--- config.mk ---
export PLATFORM = sky130hd
export DESIGN_NAME = jse_regs
export DESIGN_NICKNAME = d
export VERILOG_FILES = /design/src/jse_pkg.sv /design/src/jse_irq_unit.sv /design/src/jse_regs.sv
export VERILOG_INCLUDE_DIRS = /design/src
export SDC_FILE = /design/constraint.sdc
export NUM_CORES = 1
export LEC_CHECK = 0
export BUFFER_PORTS_ARGS = -buffer_cell sky130_fd_sc_hd__buf_2
export CORE_MARGIN = 2
export CORE_UTILIZATION = 50
export CTS_CLUSTER_SIZE = 14
export DETAILED_ROUTE_END_ITERATION = 10
export PLACE_DENSITY = 0.68
export SYNTH_ARGS = -nofsm -noshare
export SYNTH_HDL_FRONTEND = slang
export SYNTH_HIERARCHICAL = 1
export SYNTH_SLANG_ARGS = --single-unit
--- constraint.sdc ---
create_clock -name CORE_CLK -period 4.7 [get_ports CORE_CLK]
set_input_delay 0.235 -clock CORE_CLK [delete_from_list [all_inputs] [get_ports CORE_CLK]]
set_output_delay 0.235 -clock CORE_CLK [all_outputs]
set_load 0.1 [all_outputs]
--- src/jse_consts.svh ---
// Purpose: offsets, field positions, reset values and timing counts
// Assumes: 100 MHz core clock, byte-wide register port
// Notes: included by the register bank and its interrupt unit
`ifndef JSE_CONSTS_SVH
`define JSE_CONSTS_SVH

// register indices
`define JSE_IDX_CTRL 8'h0F
`define JSE_IDX_X 8'h10
`define JSE_IDX_Y 8'h11
`define JSE_IDX_XP 8'h12
`define JSE_IDX_XN 8'h13
`define JSE_IDX_YP 8'h14
`define JSE_IDX_YN 8'h15
`define JSE_IDX_SCALE 8'h2D

// control register fields
`define JSE_CTRL_BUSY_BIT 0
`define JSE_CTRL_SOFT_BIT 1
`define JSE_CTRL_WAKE_BIT 2
`define JSE_CTRL_IDLE_BIT 7
`define JSE_CTRL_BIT0_MASK 8'hFE

// reset values
`define JSE_RST_CTRL 8'hF0
`define JSE_RST_LIMIT 8'h00
`define JSE_RST_SCALE 8'h00
`define JSE_RST_COORD 8'h00
`define JSE_RDATA_NONE 8'h00

// timing
`define JSE_CLK_PERIOD_NS 10
`define JSE_TB_BASE_NS 20000000
`define JSE_TB_BASE_CYCLES (`JSE_TB_BASE_NS / `JSE_CLK_PERIOD_NS)
`define JSE_LOAD_CYCLES 4'h4

`endif

--- src/jse_pkg.sv ---
// Purpose: types shared by the joystick encoder register bank
// Assumes: constants live in jse_consts.svh
// Notes: no imports, every use is written jse_pkg::name
package jse_pkg;

  typedef enum logic [1:0] {
    ST_LOAD,
    ST_START,
    ST_MEAS,
    ST_WAIT
  } jse_state_t;

  typedef struct packed {
    logic idle;
    logic [2:0] timebase;
    logic int_aux;
    logic int_wake;
    logic soft_rst;
    logic busy;
  } jse_ctrl_t;

  typedef struct packed {
    logic wr;
    logic rd;
    logic [7:0] idx;
    logic [7:0] wdata;
  } jse_regreq_t;

  typedef struct packed {
    logic [7:0] xp;
    logic [7:0] xn;
    logic [7:0] yp;
    logic [7:0] yn;
  } jse_limits_t;

endpackage : jse_pkg

--- src/jse_irq_unit.sv ---
// Purpose: drives the active-low interrupt pin of the encoder
// Assumes: new_pair and y_read are one-cycle pulses on the core clock
// Notes: wake mode follows the threshold window, else ready/clear flag
`timescale 1ns/1ps
`include "jse_consts.svh"

module jse_irq_unit (
  input wire logic clk,
  input wire logic rst,
  input wire logic wake_mode,
  input wire logic new_pair,
  input wire logic y_read,
  input wire logic [7:0] x,
  input wire logic [7:0] y,
  input wire jse_pkg::jse_limits_t limits,
  output logic irq_low_ff,
  output logic irq_oe_ff
);

  logic outside;
  logic nxt_irq_low;

  // signed two's-complement window test
  assign outside = ($signed(x) > $signed(limits.xp)) ||
                   ($signed(x) < $signed(limits.xn)) ||
                   ($signed(y) > $signed(limits.yp)) ||
                   ($signed(y) < $signed(limits.yn));

  always_comb
  begin
    nxt_irq_low = irq_low_ff;
    if (wake_mode)
    begin
      if (new_pair)
        nxt_irq_low = ~outside;
    end
    else if (new_pair)
      nxt_irq_low = 1'b0;
    else if (y_read)
      nxt_irq_low = 1'b1;
  end

  always_ff @(posedge clk)
  begin
    if (rst)
    begin
      irq_low_ff <= 1'b1;
      irq_oe_ff <= 1'b0;
    end
    else
    begin
      irq_low_ff <= nxt_irq_low;
      irq_oe_ff <= ~nxt_irq_low;
    end
  end

  property p_ready_set;
    @(posedge clk) disable iff (rst)
    (!wake_mode && new_pair) |=> (!irq_low_ff && irq_oe_ff);
  endproperty
  a_ready_set: assert property (p_ready_set)
    else $error("fresh pair did not pull interrupt low");

  property p_yread_clear;
    @(posedge clk) disable iff (rst)
    (!wake_mode && y_read && !new_pair) |=> irq_low_ff;
  endproperty
  a_yread_clear: assert property (p_yread_clear)
    else $error("y read did not release interrupt");

  property p_wake_window;
    @(posedge clk) disable iff (rst)
    (wake_mode && new_pair) |=> (irq_low_ff == !$past(outside));
  endproperty
  a_wake_window: assert property (p_wake_window)
    else $error("wake interrupt does not follow threshold window");

endmodule : jse_irq_unit

--- src/jse_regs.sv ---
// Purpose: register bank, start-up sequencing and interrupt of the
//   magnetic joystick encoder
// Assumes: register port driven by the serial slave on CORE_CLK;
//   measurement engine answers MEAS_START with MEAS_DONE
// Notes: RESET is the internal power-on reset, asserted once only
//
// Behaviour
// - power-on reset loads all register defaults once, then stays inactive
// - supply dips do not re-run reset; only an explicit reset restores
// - after reset control reads F0h once bit 0 is masked off
// - control 00h selects low power, 20ms timebase, ready interrupt
// - in ready mode reading the Y register clears a pending interrupt, pin goes high
// - in ready mode each fresh X/Y pair pulls interrupt low
// - X at 10h and Y at 11h as signed 8-bit values
// - four writable wake thresholds at indices 12h to 15h
// - wake mode: interrupt high inside window, low once a limit passed
`timescale 1ns/1ps
`include "jse_consts.svh"

module jse_regs #(
  parameter logic [31:0] TB_BASE_CYCLES = `JSE_TB_BASE_CYCLES
) (
  input wire logic CORE_CLK,
  input wire logic RESET,
  input wire logic EXT_RESET_LOW,
  input wire logic [7:0] REG_IDX,
  input wire logic [7:0] REG_WDATA,
  input wire logic REG_WR,
  input wire logic REG_RD,
  input wire logic [7:0] MEAS_X,
  input wire logic [7:0] MEAS_Y,
  input wire logic MEAS_DONE,
  output logic [7:0] REG_RDATA,
  output logic MEAS_START,
  output logic [7:0] SCALE_FACTOR,
  output logic IRQ_LOW_OUT,
  output logic IRQ_LOW_OE
);

  function automatic logic hit(input logic [7:0] idx,
                               input logic [7:0] off);
    hit = (idx == off);
  endfunction : hit

  jse_pkg::jse_regreq_t req;
  jse_pkg::jse_state_t state_ff;
  jse_pkg::jse_state_t nxt_state;
  jse_pkg::jse_ctrl_t ctrl_ff;
  jse_pkg::jse_limits_t limits_ff;
  logic ext_s1_ff;
  logic ext_s2_ff;
  logic [3:0] load_cnt_ff;
  logic [31:0] tb_cnt_ff;
  logic [31:0] tb_limit;
  logic tb_expired;
  logic [7:0] x_ff;
  logic [7:0] y_ff;
  logic [7:0] scale_ff;
  logic [7:0] rdata_ff;
  logic [7:0] nxt_rdata;
  logic start_ff;
  logic new_pair_ff;
  logic loading;
  logic soft_rst;
  logic reload;
  logic y_read;
  logic irq_rst;

  assign req = '{wr: REG_WR, rd: REG_RD, idx: REG_IDX, wdata: REG_WDATA};
  assign loading = (state_ff == jse_pkg::ST_LOAD);
  assign soft_rst = req.wr && !loading && hit(req.idx, `JSE_IDX_CTRL) &&
                    req.wdata[`JSE_CTRL_SOFT_BIT];
  // external pin or soft bit restore defaults; supply dips do not
  assign reload = !ext_s2_ff || soft_rst;
  assign y_read = req.rd && !loading && hit(req.idx, `JSE_IDX_Y);
  assign irq_rst = RESET || reload || loading;

  // external reset pin passes two flip-flops
  always_ff @(posedge CORE_CLK)
  begin
    if (RESET)
    begin
      ext_s1_ff <= 1'b1;
      ext_s2_ff <= 1'b1;
    end
    else
    begin
      ext_s1_ff <= EXT_RESET_LOW;
      ext_s2_ff <= ext_s1_ff;
    end
  end

  // start-up, measurement and wait sequencing
  always_comb
  begin
    nxt_state = state_ff;
    case (state_ff)
      jse_pkg::ST_LOAD:
        if (load_cnt_ff == `JSE_LOAD_CYCLES - 4'h1)
          nxt_state = jse_pkg::ST_START;
      jse_pkg::ST_START:
        nxt_state = jse_pkg::ST_MEAS;
      jse_pkg::ST_MEAS:
        if (MEAS_DONE)
          nxt_state = jse_pkg::ST_WAIT;
      jse_pkg::ST_WAIT:
        if (tb_expired)
          nxt_state = jse_pkg::ST_START;
      default:
        nxt_state = jse_pkg::ST_LOAD;
    endcase
  end

  always_ff @(posedge CORE_CLK)
  begin
    if (RESET || reload)
    begin
      state_ff <= jse_pkg::ST_LOAD;
      load_cnt_ff <= 4'h0;
    end
    else
    begin
      state_ff <= nxt_state;
      load_cnt_ff <= loading ? load_cnt_ff + 4'h1 : 4'h0;
    end
  end

  // low-power timebase: base period doubled per timebase step
  assign tb_limit = TB_BASE_CYCLES << ctrl_ff.timebase;
  assign tb_expired = (state_ff == jse_pkg::ST_WAIT) && !ctrl_ff.idle &&
                      (tb_cnt_ff >= tb_limit - 32'h1);

  always_ff @(posedge CORE_CLK)
  begin
    if (RESET || reload || state_ff != jse_pkg::ST_WAIT || ctrl_ff.idle)
      tb_cnt_ff <= 32'h0;
    else
      tb_cnt_ff <= tb_cnt_ff + 32'h1;
  end

  always_ff @(posedge CORE_CLK)
  begin
    if (RESET || reload)
      start_ff <= 1'b0;
    else
      start_ff <= (state_ff == jse_pkg::ST_START);
  end

  // capture each finished conversion
  always_ff @(posedge CORE_CLK)
  begin
    if (RESET || reload)
    begin
      x_ff <= `JSE_RST_COORD;
      y_ff <= `JSE_RST_COORD;
      new_pair_ff <= 1'b0;
    end
    else
    begin
      new_pair_ff <= (state_ff == jse_pkg::ST_MEAS) && MEAS_DONE;
      if ((state_ff == jse_pkg::ST_MEAS) && MEAS_DONE)
      begin
        x_ff <= MEAS_X;
        y_ff <= MEAS_Y;
      end
    end
  end

  // writable registers, one byte at one index per access
  always_ff @(posedge CORE_CLK)
  begin
    if (RESET || reload)
    begin
      ctrl_ff <= `JSE_RST_CTRL;
      limits_ff <= {4{`JSE_RST_LIMIT}};
      scale_ff <= `JSE_RST_SCALE;
    end
    else if (req.wr && !loading)
    begin
      if (hit(req.idx, `JSE_IDX_CTRL))
        ctrl_ff <= req.wdata & `JSE_CTRL_BIT0_MASK &
                   ~(8'h01 << `JSE_CTRL_SOFT_BIT);
      if (hit(req.idx, `JSE_IDX_XP))
        limits_ff.xp <= req.wdata;
      if (hit(req.idx, `JSE_IDX_XN))
        limits_ff.xn <= req.wdata;
      if (hit(req.idx, `JSE_IDX_YP))
        limits_ff.yp <= req.wdata;
      if (hit(req.idx, `JSE_IDX_YN))
        limits_ff.yn <= req.wdata;
      if (hit(req.idx, `JSE_IDX_SCALE))
        scale_ff <= req.wdata;
    end
  end

  // read data; control reads zero until defaults are loaded
  always_comb
  begin
    nxt_rdata = `JSE_RDATA_NONE;
    case (req.idx)
      `JSE_IDX_CTRL:
        if (!loading)
          nxt_rdata = {ctrl_ff[7:1],
                       state_ff != jse_pkg::ST_WAIT};
      `JSE_IDX_X: nxt_rdata = x_ff;
      `JSE_IDX_Y: nxt_rdata = y_ff;
      `JSE_IDX_XP: nxt_rdata = limits_ff.xp;
      `JSE_IDX_XN: nxt_rdata = limits_ff.xn;
      `JSE_IDX_YP: nxt_rdata = limits_ff.yp;
      `JSE_IDX_YN: nxt_rdata = limits_ff.yn;
      `JSE_IDX_SCALE: nxt_rdata = scale_ff;
      default: nxt_rdata = `JSE_RDATA_NONE;
    endcase
  end

  always_ff @(posedge CORE_CLK)
  begin
    if (RESET)
      rdata_ff <= `JSE_RDATA_NONE;
    else if (req.rd)
      rdata_ff <= nxt_rdata;
  end

  jse_irq_unit u_irq (
    .clk(CORE_CLK),
    .rst(irq_rst),
    .wake_mode(ctrl_ff.int_wake),
    .new_pair(new_pair_ff),
    .y_read(y_read),
    .x(x_ff),
    .y(y_ff),
    .limits(limits_ff),
    .irq_low_ff(IRQ_LOW_OUT),
    .irq_oe_ff(IRQ_LOW_OE)
  );

  assign REG_RDATA = rdata_ff;
  assign MEAS_START = start_ff;
  assign SCALE_FACTOR = scale_ff;

  property p_load_to_f0;
    @(posedge CORE_CLK) disable iff (RESET)
    ($past(loading) && !loading && !$past(reload)) |->
      ((ctrl_ff & `JSE_CTRL_BIT0_MASK) == `JSE_RST_CTRL);
  endproperty
  a_load_to_f0: assert property (p_load_to_f0)
    else $error("control not at default when loading ends");

  property p_poll_masked;
    @(posedge CORE_CLK) disable iff (RESET)
    (req.rd && hit(req.idx, `JSE_IDX_CTRL) && loading) |=>
      (REG_RDATA == `JSE_RDATA_NONE);
  endproperty
  a_poll_masked: assert property (p_poll_masked)
    else $error("control read nonzero before defaults loaded");

  property p_ext_reset;
    @(posedge CORE_CLK) disable iff (RESET)
    $fell(ext_s2_ff) |=> loading [*4];
  endproperty
  a_ext_reset: assert property (p_ext_reset)
    else $error("external reset did not hold loading four cycles");

  property p_ctrl_zero;
    @(posedge CORE_CLK) disable iff (RESET)
    (req.wr && !loading && !reload && hit(req.idx, `JSE_IDX_CTRL) &&
     req.wdata == 8'h00) |=>
      (!ctrl_ff.idle && ctrl_ff.timebase == 3'h0 && !ctrl_ff.int_wake &&
       tb_limit == TB_BASE_CYCLES);
  endproperty
  a_ctrl_zero: assert property (p_ctrl_zero)
    else $error("writing 00h did not select 20ms low power");

  property p_tb_start;
    @(posedge CORE_CLK) disable iff (RESET)
    (tb_expired && !reload) ##1 !reload |=> MEAS_START;
  endproperty
  a_tb_start: assert property (p_tb_start)
    else $error("timebase expiry did not start a measurement");

  property p_read_x;
    @(posedge CORE_CLK) disable iff (RESET)
    (req.rd && hit(req.idx, `JSE_IDX_X)) |=> (REG_RDATA == $past(x_ff));
  endproperty
  a_read_x: assert property (p_read_x)
    else $error("x register read returned wrong value");

  property p_write_xn;
    @(posedge CORE_CLK) disable iff (RESET)
    (req.wr && !loading && !reload && hit(req.idx, `JSE_IDX_XN)) |=>
      (limits_ff.xn == $past(req.wdata) &&
       limits_ff.xp == $past(limits_ff.xp));
  endproperty
  a_write_xn: assert property (p_write_xn)
    else $error("negative x threshold write not independent");

endmodule : jse_regs

==> results of run 1 <==
per-layer routing:
metal	track usage	vias to the layer above	wire length, um
met5	0	-	0
met3	0.0646	49	912
met1	0.314	2849	7970
li1	-	3042	-
met2	0.431	178	8660
met4	0.102	0	647
logic make-up after synthesis:
family	Yosys count	synth area share
and+or+nand+nor	321	0.228
adders and majority gates	65	0.117
muxes	46	0.0721
DFF	114	0.327
buffers and inverters	91	0.0520
AOI/OAI and AO/OA	164	0.158
xor gates and xnor gates	37	0.0464
power by group through the flow:
stage / registers (mW) / logic, mW / clock network (mW)
3_3_place_gp: 1.02 / 0.228 / 0
5_1_grt: 1.01 / 0.252 / 1.40
4_1_cts: 1.00 / 0.229 / 1.36
3_5_place_dp: 1.02 / 0.227 / 0
6_report: 1.00 / 0.228 / 1.34
2_1_floorplan: 1.05 / 0.133 / 0
critical path, delay by kind of cell, from the launching register on:
kind	cells	cell delay [ps]
buf+inv	1	240
compound gates	5	730
fa+ha+maj	2	700
simple gates	7	1770
flops	1	570
final cells by class:
type / instances / area (um^2) / area share
clock buffers: 19 / 453 / 0.0569
clock inverters: 13 / 160 / 0.0201
inverters: 48 / 180 / 0.0226
multi-input cells: 633 / 4330 / 0.544
flip-flops and latches: 114 / 2280 / 0.287
well taps: 180 / 225 / 0.0283
repair buffers: 62 / 328 / 0.0412
registers in the layout, summed over array words and instances, names as in the netlist, 4 cells and up, named ones only:
signal and flops:
ctrl_ff 6, REG_RDATA 8, x_ff 8, SCALE_FACTOR 8, limits_ff 32, load_cnt_ff 4
tb_cnt_ff 32, y_ff 8
worst max-delay path by stage:
| stage | start | to | cells after the start |
|---|---|---|---|
| floorplan | ctrl_ff[4]$_SDFFE_PP1P_ | state_ff[0]$_SDFFE_PP0P_ | 17 |
| global placement | ctrl_ff[4]$_SDFFE_PP1P_ | state_ff[0]$_SDFFE_PP0P_ | 15 |
| detailed placement | ctrl_ff[4]$_SDFFE_PP1P_ | state_ff[0]$_SDFFE_PP0P_ | 15 |
| CTS | ctrl_ff[4]$_SDFFE_PP1P_ | state_ff[0]$_SDFFE_PP0P_ | 15 |
| global route | ctrl_ff[4]$_SDFFE_PP1P_ | state_ff[0]$_SDFFE_PP0P_ | 15 |
| finish | ctrl_ff[4]$_SDFFE_PP1P_ | state_ff[0]$_SDFFE_PP0P_ | 15 |
per-stage QoR:
stage	utilization	worst slack [ps]	power [mW]
2_1_floorplan	-	1000	1.18
3_3_place_gp	0.533	666	1.25
3_5_place_dp	0.533	625	1.25
4_1_cts	0.578	606	2.59
5_1_grt	0.578	139	2.66
6_report	0.578	586	2.57
layout by cell type (no fill, tap or decap), drive strengths merged, types with 10 or more instances in the layout:
master  count
xor2       22
ha         65
a21oi      56
dfxtp     114
nand2      85
mux2i      39
nand4      13
inv        48
nor3       12
o21ai      22
nand3      28
nor2      111
xnor2      15
buf        61
and3       10
clkbuf     19
timing repair:
item | CTS | global route
hold buffers | 1 | 0
hold endpoints to repair | 1 | 0
setup endpoints to repair | 0 | 0
==> results.py, run 1 <==
metrics = {
    "worst_setup_path": {
        "critPathCaptureType": "flop",
        "cp_slowest_cell": "nor3_1",
        "critPathArrivalTime_ps": 4430,
        "r2r-end": "state_ff[0]$_SDFFE_PP0P_",
        "crit_fanout": 14,
        "reg2reg_depth": 15,
        "startpoint_type": "flop",
        "rrSetupSlack_ps": 590,
        "worstPathCellList": "inv_1 > ha_1 > nor3_1 > a21oi_1 > nor3_4 > o211ai_1 > nor3_1 > a221oi_1 > ha_1 > nand4_1 > nor4_1 > nand2_1 > a31oi_1 > o21ai_0 > and3_1",
        "path_class": "reg2reg",
        "worstPathRequired_ps": 5020,
        "r2r_start": "ctrl_ff[4]$_SDFFE_PP1P_",
        "max_stage_delay_ps": 590,
    },
    "yosys": {
        "synth_edf_count": 0,
        "netlist_instances": 838,
        "synthesis.nets": 941,
        "ys_top_cells_by_count": "114 x dfxtp_1, 110 x nor2_1, 85 x nand2_1",
        "syn_area_um2": 6980,
        "synth-seq-cells": 114,
        "avgSynthCellArea_um2": 8.33,
        "synth_cell_types": 70,
        "yosys.area.top_type_share": 0.327,
        "synth_top_area_cell": "dfxtp_1",
        "yosys.cell_count.top_type": "dfxtp_1",
        "async_reset_ff_frac": 0,
        "yosys-top-cells-area": "dfxtp_1 33%, ha_1 12%, nor2_1 5.9%, mux2i_1 5.6%, nand2_1 4.6%",
        "synth_flop_cell": "dfxtp_1",
        "ys_seq_area_frac": 0.327,
        "ys_warn_count": 6,
    },
    "min_path": {
        "hold_path_class": "in2reg",
        "worstHoldStart": "MEAS_Y[1]",
        "holdPathStages": 3,
        "hold_end": "y_ff[1]$_SDFFE_PP0P_",
    },
    "sta": {
        "tightest_slew_ps": 937,
        "fin_crit_ps": 4110,
        "whs_ps": 43.4,
        "rsz0062_at_grt": "false",
        "finalHoldViolCount": 0,
        "max_freq_mhz": 243,
        "worst_clock_skew_ps": 7.29,
        "setup_violations": 0,
        "fin_crit_sh": 0.875,
        "max_slew_margin": 0.369,
        "tns_ps": 0,
        "final_max_slew_viol_count": 0,
    },
    "power_and_ir_drop": {
        "peakVddDrop_v": 0.000325,
        "switching_share": 0.252,
        "p_seq_frac": 0.391,
        "pwr-share-comb": 0.089,
        "p_int_mw": 1.92,
        "power_density_nw_per_um2": 323,
        "p_sw_uw": 648,
        "p_leak_nw": 3.20,
        "power_frac_clock": 0.521,
    },
    "floorplan": {
        "core.rowCount": 43,
        "initial_core_util": 0.507,
        "die_w_um": 122,
        "pin_count": 57,
        "die-area_um2": 14900,
        "core_um2": 13800,
        "die_h_um": 122,
    },
    "clocking": {
        "clockBufferDepth": 2,
        "post_cts_resize_count": 0,
        "clkTransAtPathRegs_ps": 60,
        "cts_tree": "built",
        "root_buffer": "clkbuf_16",
        "clock-sinks": 114,
        "clkLatencyLatePin_ps": 420,
        "cts_max_level": 4,
        "cts_setup_buffers": 0,
        "cts_made_buffers": 17,
    },
    "detailed_routing": {
        "detail_route.iter0.violations": 387,
        "routed_wl_um": 18200,
        "drtPass1Iterations": 5,
        "drc": 0,
        "dr_total_vias": 6118,
        "viasPerCell": 5.72,
        "wire_per_inst_um": 17.0,
        "ant_nets": 0,
    },
    "finish": {
        "fill_cells": 1291,
        "antenna_cells": 0,
        "nets": 979,
        "layout-drive-gt1-share": 0.134,
        "finalInstanceArea_um2": 7960,
        "stdcell_count": 1069,
        "areaGrowthSynthToFinish_pct": 14.1,
    },
    "placed_design": {
        "gp_congestion": 0.914,
        "place_area_um2": 7340,
        "dp.cells": 1036,
        "dp_hpwl_um": 13100,
        "io_buffers": 56,
    },
    "run": {
        "maxCapViolations": 0,
    },
    "global_routing": {
        "grt-ovfl-total": 0,
        "grt_pass1_vias": 5754,
        "antenna_found_initial": 0,
        "track_usage": 0.256,
        "grt_start_max_net_pins": 61,
        "grt_pass1_wl_um": 29400,
    },
    "outcome": {
        "status": "completed",
    },
}
No activity file was read; power rests on OpenSTA's default activity.
==> run 2, diff against run 1 <==
--- a/config.mk
+++ b/config.mk
@@ -7,12 +7,13 @@
 export NUM_CORES = 1
 export LEC_CHECK = 0
 export BUFFER_PORTS_ARGS = -buffer_cell sky130_fd_sc_hd__buf_2
+export CELL_PAD_IN_SITES_DETAIL_PLACEMENT = 0
+export CELL_PAD_IN_SITES_GLOBAL_PLACEMENT = 1
 export CORE_MARGIN = 2
-export CORE_UTILIZATION = 50
+export CORE_UTILIZATION = 46
 export CTS_CLUSTER_SIZE = 14
 export DETAILED_ROUTE_END_ITERATION = 10
-export PLACE_DENSITY = 0.68
+export PLACE_DENSITY_LB_ADDON = 0.1
 export SYNTH_ARGS = -nofsm -noshare
 export SYNTH_HDL_FRONTEND = slang
-export SYNTH_HIERARCHICAL = 1
 export SYNTH_SLANG_ARGS = --single-unit
==> run 2 against run 1 <==
Compared with the run above:
- worst setup slack worse by 150 ps
- synthesized cell count is 1.4% lower
- synthesized area decreased by 1.9%
- non-clock buffer count down 2
- critical path depth unchanged
- largest cell class unchanged
- largest power group unchanged
==> results.py, run 2 <==
metrics = {
    "worst_setup_path": {
        "r2r_start": "ctrl_ff[4]$_SDFFE_PP1P_",
        "critPathCaptureType": "flop",
        "r2r-end": "state_ff[0]$_SDFFE_PP0P_",
        "startpoint_type": "flop",
        "crit_fanout": 13,
        "worstPathRequired_ps": 5010,
        "max_stage_delay_ps": 490,
        "critPathArrivalTime_ps": 4580,
        "worstPathCellList": "inv_1 > ha_1 > nor4_2 > o22ai_1 > or3_1 > a221oi_4 > nand3b_1 > a31oi_1 > ha_1 > a21oi_1 > nand2_1 > a221oi_1 > o22a_1 > nand3_1 > and3_1",
        "reg2reg_depth": 15,
        "cp_slowest_cell": "or3_1",
        "path_class": "reg2reg",
        "cpMostUsedCell": "ha_1",
        "rrSetupSlack_ps": 440,
    },
    "finish": {
        "finalInstanceArea_um2": 7870,
        "largestRegisters": "limits_ff (32), tb_cnt_ff (32)",
        "final_common_cell": "dfxtp_1",
        "mostFrequentLayoutCells": "113 x dfxtp_1, 105 x nand2_1, 100 x nor2_1, 65 x ha_1, 59 x a21oi_1",
        "stdcell_count": 1062,
        "areaGrowthSynthToFinish_pct": 14.9,
        "layout-drive-gt1-share": 0.123,
        "nets": 968,
        "antenna_cells": 0,
        "fill_cells": 1398,
    },
    "power_and_ir_drop": {
        "switching_share": 0.234,
        "p_leak_nw": 3.12,
        "power_frac_clock": 0.540,
        "pwr-share-comb": 0.083,
        "peakVddDrop_v": 0.000291,
        "p_seq_frac": 0.377,
        "p_int_mw": 2.03,
        "p_sw_uw": 622,
        "power_density_nw_per_um2": 338,
    },
    "yosys": {
        "synth_edf_count": 0,
        "netlist_instances": 826,
        "synth-seq-cells": 114,
        "synth_cell_types": 64,
        "synth_top_area_cell": "dfxtp_1",
        "syn_area_um2": 6840,
        "ys_seq_area_frac": 0.334,
        "ys_top_cells_by_count": "114 x dfxtp_1, 105 x nand2_1, 100 x nor2_1",
        "yosys.area.top_type_share": 0.334,
        "synthesis.nets": 929,
        "yosys-top-cells-area": "dfxtp_1 33%, ha_1 12%, mux2i_1 6.0%, nand2_1 5.8%, nor2_1 5.5%",
        "ys_warn_count": 0,
        "async_reset_ff_frac": 0,
        "yosys.cell_count.top_type": "dfxtp_1",
        "avgSynthCellArea_um2": 8.28,
        "synth_flop_cell": "dfxtp_1",
    },
    "sta": {
        "tightest_slew_ps": 873,
        "final_max_slew_viol_count": 0,
        "setup_violations": 0,
        "rsz0062_at_grt": "false",
        "fin_ws_ps": 440,
        "max_slew_margin": 0.417,
        "max_freq_mhz": 235,
        "fin_crit_ps": 4260,
        "tns_ps": 0,
        "whs_ps": 12.3,
        "worst_clock_skew_ps": 21.6,
        "fin_crit_sh": 0.906,
        "finalHoldViolCount": 0,
    },
    "global_routing": {
        "grt-ovfl-total": 0,
        "grt_pass1_wl_um": 30600,
        "antenna_found_initial": 0,
        "grt_pass1_vias": 5855,
        "grt_start_max_net_pins": 37,
        "track_usage": 0.246,
    },
    "detailed_routing": {
        "ant_nets": 0,
        "viasPerCell": 5.70,
        "routed_wl_um": 19000,
        "drtPass1Iterations": 5,
        "wire_per_inst_um": 17.9,
        "drc": 0,
        "detail_route.iter0.violations": 428,
        "dr_total_vias": 6054,
    },
    "min_path": {
        "worstHoldStart": "EXT_RESET_LOW",
        "holdPathStages": 2,
        "hold_end": "ext_s1_ff$_SDFF_PP1_",
        "hold_path_class": "in2reg",
    },
    "floorplan": {
        "core.rowCount": 44,
        "die-area_um2": 15900,
        "core_um2": 14500,
        "pin_count": 57,
        "die_h_um": 126,
        "die_w_um": 126,
        "initial_core_util": 0.471,
    },
    "run": {
        "maxCapViolations": 0,
    },
    "clocking": {
        "post_cts_resize_count": 0,
        "clkLatencyLatePin_ps": 420,
        "postCtsHoldBufs": 0,
        "cts_made_buffers": 17,
        "cts_setup_buffers": 0,
        "root_buffer": "clkbuf_16",
        "cts_max_level": 4,
        "clockBufferDepth": 2,
        "clock-sinks": 114,
        "clkTransAtPathRegs_ps": 50,
        "cts_tree": "built",
    },
    "outcome": {
        "status": "completed",
    },
    "placed_design": {
        "dp.cells": 1030,
        "dp_slack_ps": 332,
        "io_buffers": 56,
        "place_area_um2": 7210,
        "dp_hpwl_um": 14100,
        "gp_congestion": 0.862,
    },
}
==> run 2: changes by cell type in the layout (fill, tap and decap cells not counted), sizes merged, moves of 6 or more <==
cell	delta
nor4	+6
or3	-6
inv	-8
nor2	-11
nor3	-8
nand2	+20
a211oi	+6
==> run 2: per-layer routing <==
| layer | GRT usage | routed length [um] |
|---|---|---|
| met5 | 0 | 0 |
| met3 | 0.0467 | 614 |
| met2 | 0.430 | 9610 |
| met1 | 0.291 | 8180 |
| met4 | 0.112 | 630 |
==> run 2: stage by stage <==
step / power [mW] / util
final: 2.65 / 0.541
after global routing: 2.75 / 0.541
after CTS: 2.67 / 0.541
after detailed placement: 1.24 / 0.496
after global placement: 1.24 / 0.496
after floorplan: 1.16 / -
==> run 2: power by group through the flow <==
| stage | Clock (mW) | Sequential, mW | Combinational (mW) |
|---|---|---|---|
| after floorplan | 0 | 1.04 | 0.128 |
| after global placement | 0 | 1.02 | 0.216 |
| after detailed placement | 0 | 1.02 | 0.219 |
| after CTS | 1.45 | 1.00 | 0.220 |
| after global routing | 1.51 | 1.00 | 0.239 |
| final | 1.43 | 1.00 | 0.220 |
==> run 2: layout make-up <==
cell class / instances / area [um^2] / area share
inverter: 41 / 154 / 0.0196
tap: 184 / 230 / 0.0293
timing repair buffer: 60 / 310 / 0.0395
multi-input combinational: 631 / 4230 / 0.538
sequential: 114 / 2280 / 0.290
clock buffer: 24 / 512 / 0.0651
clock inverter: 8 / 146 / 0.0186
==> run 2: worst max path at each step <==
stage / cells after the start / startpoint / slack, ps / to
final: 15 / ctrl_ff[4]$_SDFFE_PP1P_ / 440 / state_ff[0]$_SDFFE_PP0P_
after floorplan: 17 / ctrl_ff[5]$_SDFFE_PP1P_ / 890 / state_ff[0]$_SDFFE_PP0P_
after global placement: 15 / ctrl_ff[4]$_SDFFE_PP1P_ / 510 / state_ff[0]$_SDFFE_PP0P_
after global routing: 15 / ctrl_ff[4]$_SDFFE_PP1P_ / 110 / state_ff[1]$_SDFFE_PP0P_
after detailed placement: 15 / ctrl_ff[4]$_SDFFE_PP1P_ / 330 / state_ff[0]$_SDFFE_PP0P_
after CTS: 15 / ctrl_ff[4]$_SDFFE_PP1P_ / 310 / state_ff[0]$_SDFFE_PP0P_
==> run 2: cell families (layout without fill, tap and decap cells) <==
group | count (synthesis) | in the layout | share of synthesized area
AO/OA/AOI/OAI | 166 | 166 | 0.161
XOR/XNOR | 40 | 40 | 0.0512
adder cells (fa/ha/maj) | 65 | 65 | 0.119
buffers and inverters | 81 | 133 | 0.0486
flip-flops | 114 | 114 | 0.334
multiplexers | 45 | 45 | 0.0682
AND/OR/NAND/NOR | 315 | 315 | 0.219
==> run 2: critical path: cells and delay by family (launching register included) <==
family,cells,cell delay [ps]
AND/OR/NAND/NOR,6,1210
AO/OA/AOI/OAI,6,1580
adder cells (fa/ha/maj),2,710
flip-flops,1,480
buffers and inverters,1,180
==> run 3, diff against run 2 <==
--- a/config.mk
+++ b/config.mk
@@ -10,7 +10,7 @@
 export CELL_PAD_IN_SITES_DETAIL_PLACEMENT = 0
 export CELL_PAD_IN_SITES_GLOBAL_PLACEMENT = 1
 export CORE_MARGIN = 2
-export CORE_UTILIZATION = 46
+export CORE_UTILIZATION = 30
 export CTS_CLUSTER_SIZE = 14
 export DETAILED_ROUTE_END_ITERATION = 10
 export PLACE_DENSITY_LB_ADDON = 0.1
==> run 3 against run 2 <==
Compared with the run above:
- global-route usage decreased by 6.6 points
- flip-flop and latch count is the same
- core utilization decreased by 19 points
- clock power fell by 9.8%
- register-to-register slack better by 230 ps
- combinational power about the same
- critical path type unchanged
- largest cell class unchanged
==> results.py, run 3 (synthesis results as in run 2) <==
metrics = {
    "outcome": {
        "status": "completed",
    },
    "detailed_routing": {
        "viasPerCell": 5.15,
        "routed_wl_um": 21200,
        "drc": 0,
        "wire_per_inst_um": 18.2,
        "dr_total_vias": 5998,
        "ant_nets": 0,
        "drtPass1Iterations": 5,
        "detail_route.iter0.violations": 330,
    },
    "global_routing": {
        "grt_pass1_wl_um": 33100,
        "met3_usage": 0.0312,
        "top_usage_layer": "met2",
        "track_usage": 0.180,
        "grt_start_max_net_pins": 44,
        "grt_pass1_vias": 5883,
        "antenna_found_initial": 0,
        "gr-usage-met2": 0.327,
        "grt_util_met1": 0.215,
        "grt-ovfl-total": 0,
    },
    "finish": {
        "mostFrequentLayoutCells": "114 x dfxtp_1, 105 x nand2_1, 100 x nor2_1, 65 x ha_1, 59 x a21oi_1",
        "fill_cells": 2365,
        "final_common_cell": "dfxtp_1",
        "final_core_utilization": 0.352,
        "areaGrowthSynthToFinish_pct": 15.8,
        "antenna_cells": 0,
        "layout-drive-gt1-share": 0.123,
        "nets": 970,
        "largestRegisters": "limits_ff (32), tb_cnt_ff (32)",
    },
    "power_and_ir_drop": {
        "power_frac_clock": 0.514,
        "p_leak_nw": 3.09,
        "switching_share": 0.254,
        "power_density_nw_per_um2": 317,
        "p_int_mw": 1.88,
        "peakVddDrop_v": 0.000182,
        "p_sw_uw": 639,
        "p_seq_frac": 0.398,
        "pwr-share-comb": 0.088,
    },
    "floorplan": {
        "pin_count": 57,
        "die_h_um": 155,
        "die-area_um2": 24000,
        "core.rowCount": 55,
        "die_w_um": 155,
        "core_um2": 22500,
        "initial_core_util": 0.304,
    },
    "worst_setup_path": {
        "crit_fanout": 17,
        "worstPathRequired_ps": 4960,
        "startpoint_type": "flop",
        "critPathCaptureType": "flop",
        "path_class": "reg2reg",
        "critPathArrivalTime_ps": 4290,
        "rrSetupSlack_ps": 670,
    },
    "sta": {
        "max_slew_margin": 0.374,
        "fin_crit_sh": 0.858,
        "final_max_slew_viol_count": 0,
        "finalHoldViolCount": 0,
        "tns_ps": 0,
        "worst_clock_skew_ps": 9.78,
        "fin_crit_ps": 4030,
        "rsz0062_at_grt": "false",
        "tightest_slew_ps": 937,
        "setup_violations": 0,
        "max_freq_mhz": 248,
    },
    "clocking": {
        "cts_tree": "built",
        "clkLatencyLatePin_ps": 420,
        "cts_max_level": 4,
        "clockBufferDepth": 2,
        "clkTransAtPathRegs_ps": 60,
        "cts_setup_buffers": 0,
        "postCtsHoldBufs": 0,
        "root_buffer": "clkbuf_16",
        "cts_made_buffers": 17,
        "clock-sinks": 114,
        "post_cts_resize_count": 0,
    },
    "min_path": {
        "hold_path_class": "in2reg",
    },
    "run": {
        "maxCapViolations": 0,
    },
    "placed_design": {
        "gp_congestion": 0.839,
        "io_buffers": 56,
        "dp_hpwl_um": 16100,
    },
}
## run 3: cell count changes in the layout (fill, tap and decap cells not counted), sizes merged
| cell | before | now |
|---|---|---|
| buf | 60 | 62 |
| clkbuf | 24 | 21 |
| clkinvlp | 1 | 2 |
| bufinv | 4 | 2 |
| clkinv | 4 | 7 |
## run 3: power groups by stage
stage	logic (mW)	registers (mW)	clock network (mW)
2_1_floorplan	0.128	1.04	0
3_3_place_gp	0.220	1.02	0
3_5_place_dp	0.224	1.02	0
4_1_cts	0.224	1.00	1.33
5_1_grt	0.243	1.00	1.37
6_report	0.221	1.00	1.29
## run 3: metal layers
| layer | vias to the layer above | share of wire |
|---|---|---|
| met5 | - | 0 |
| met4 | 0 | 0.021 |
| met3 | 22 | 0.028 |
| met2 | 103 | 0.52 |
| met1 | 2869 | 0.43 |
| li1 | 3004 | - |
## run 3: final cells by class
class,instances,area [um^2],area share
clock buffer,21,470,0.0594
clock inverter,10,109,0.0137
timing repair buffer,62,325,0.0410
multi-input combinational,631,4230,0.534
sequential,114,2280,0.288
inverter,41,154,0.0194
tap,285,357,0.0450
## run 3: path summary, 6_finish.rpt
kind,startpoint,endpoint,depth (start not counted)
setup / recovery,ctrl_ff[5]$_SDFFE_PP1P_,state_ff[1]$_SDFFE_PP0P_,15
hold / removal,MEAS_Y[5],y_ff[5]$_SDFFE_PP0P_,3
setup reg to reg,ctrl_ff[5]$_SDFFE_PP1P_,state_ff[1]$_SDFFE_PP0P_,15
hold reg to reg,ext_s1_ff$_SDFF_PP1_,ext_s2_ff$_SDFF_PP1_,1
## run 3: per-stage QoR
| step | setup WS (ps) | std cells | hold slack [ps] | cell area [um^2] | power (mW) |
|---|---|---|---|---|---|
| after floorplan | 887 | 826 | 308 | 6840 | 1.16 |
| after global placement | 824 | 1133 | 400 | 7350 | 1.24 |
| after detailed placement | 697 | 1133 | 401 | 7350 | 1.25 |
| after CTS | 683 | 1164 | 29.1 | 7930 | 2.56 |
| after global routing | 403 | 1164 | 47.8 | 7930 | 2.62 |
| final | 669 | 1164 | 50.8 | 7930 | 2.51 |
## run 3: critical path: stages, from the launching register on
cell and delay, ps:
dfxtp_1 320, buf_4 200, ha_1 370, nor4_2 290, o22ai_1 140, or3_1 510
a221oi_4 430, nand3b_1 120, a31oi_1 210, ha_1 280, a21oi_1 160, nand2_1 70
a221oi_1 360, o22ai_1 150, o21ai_0 170, a21oi_1 80
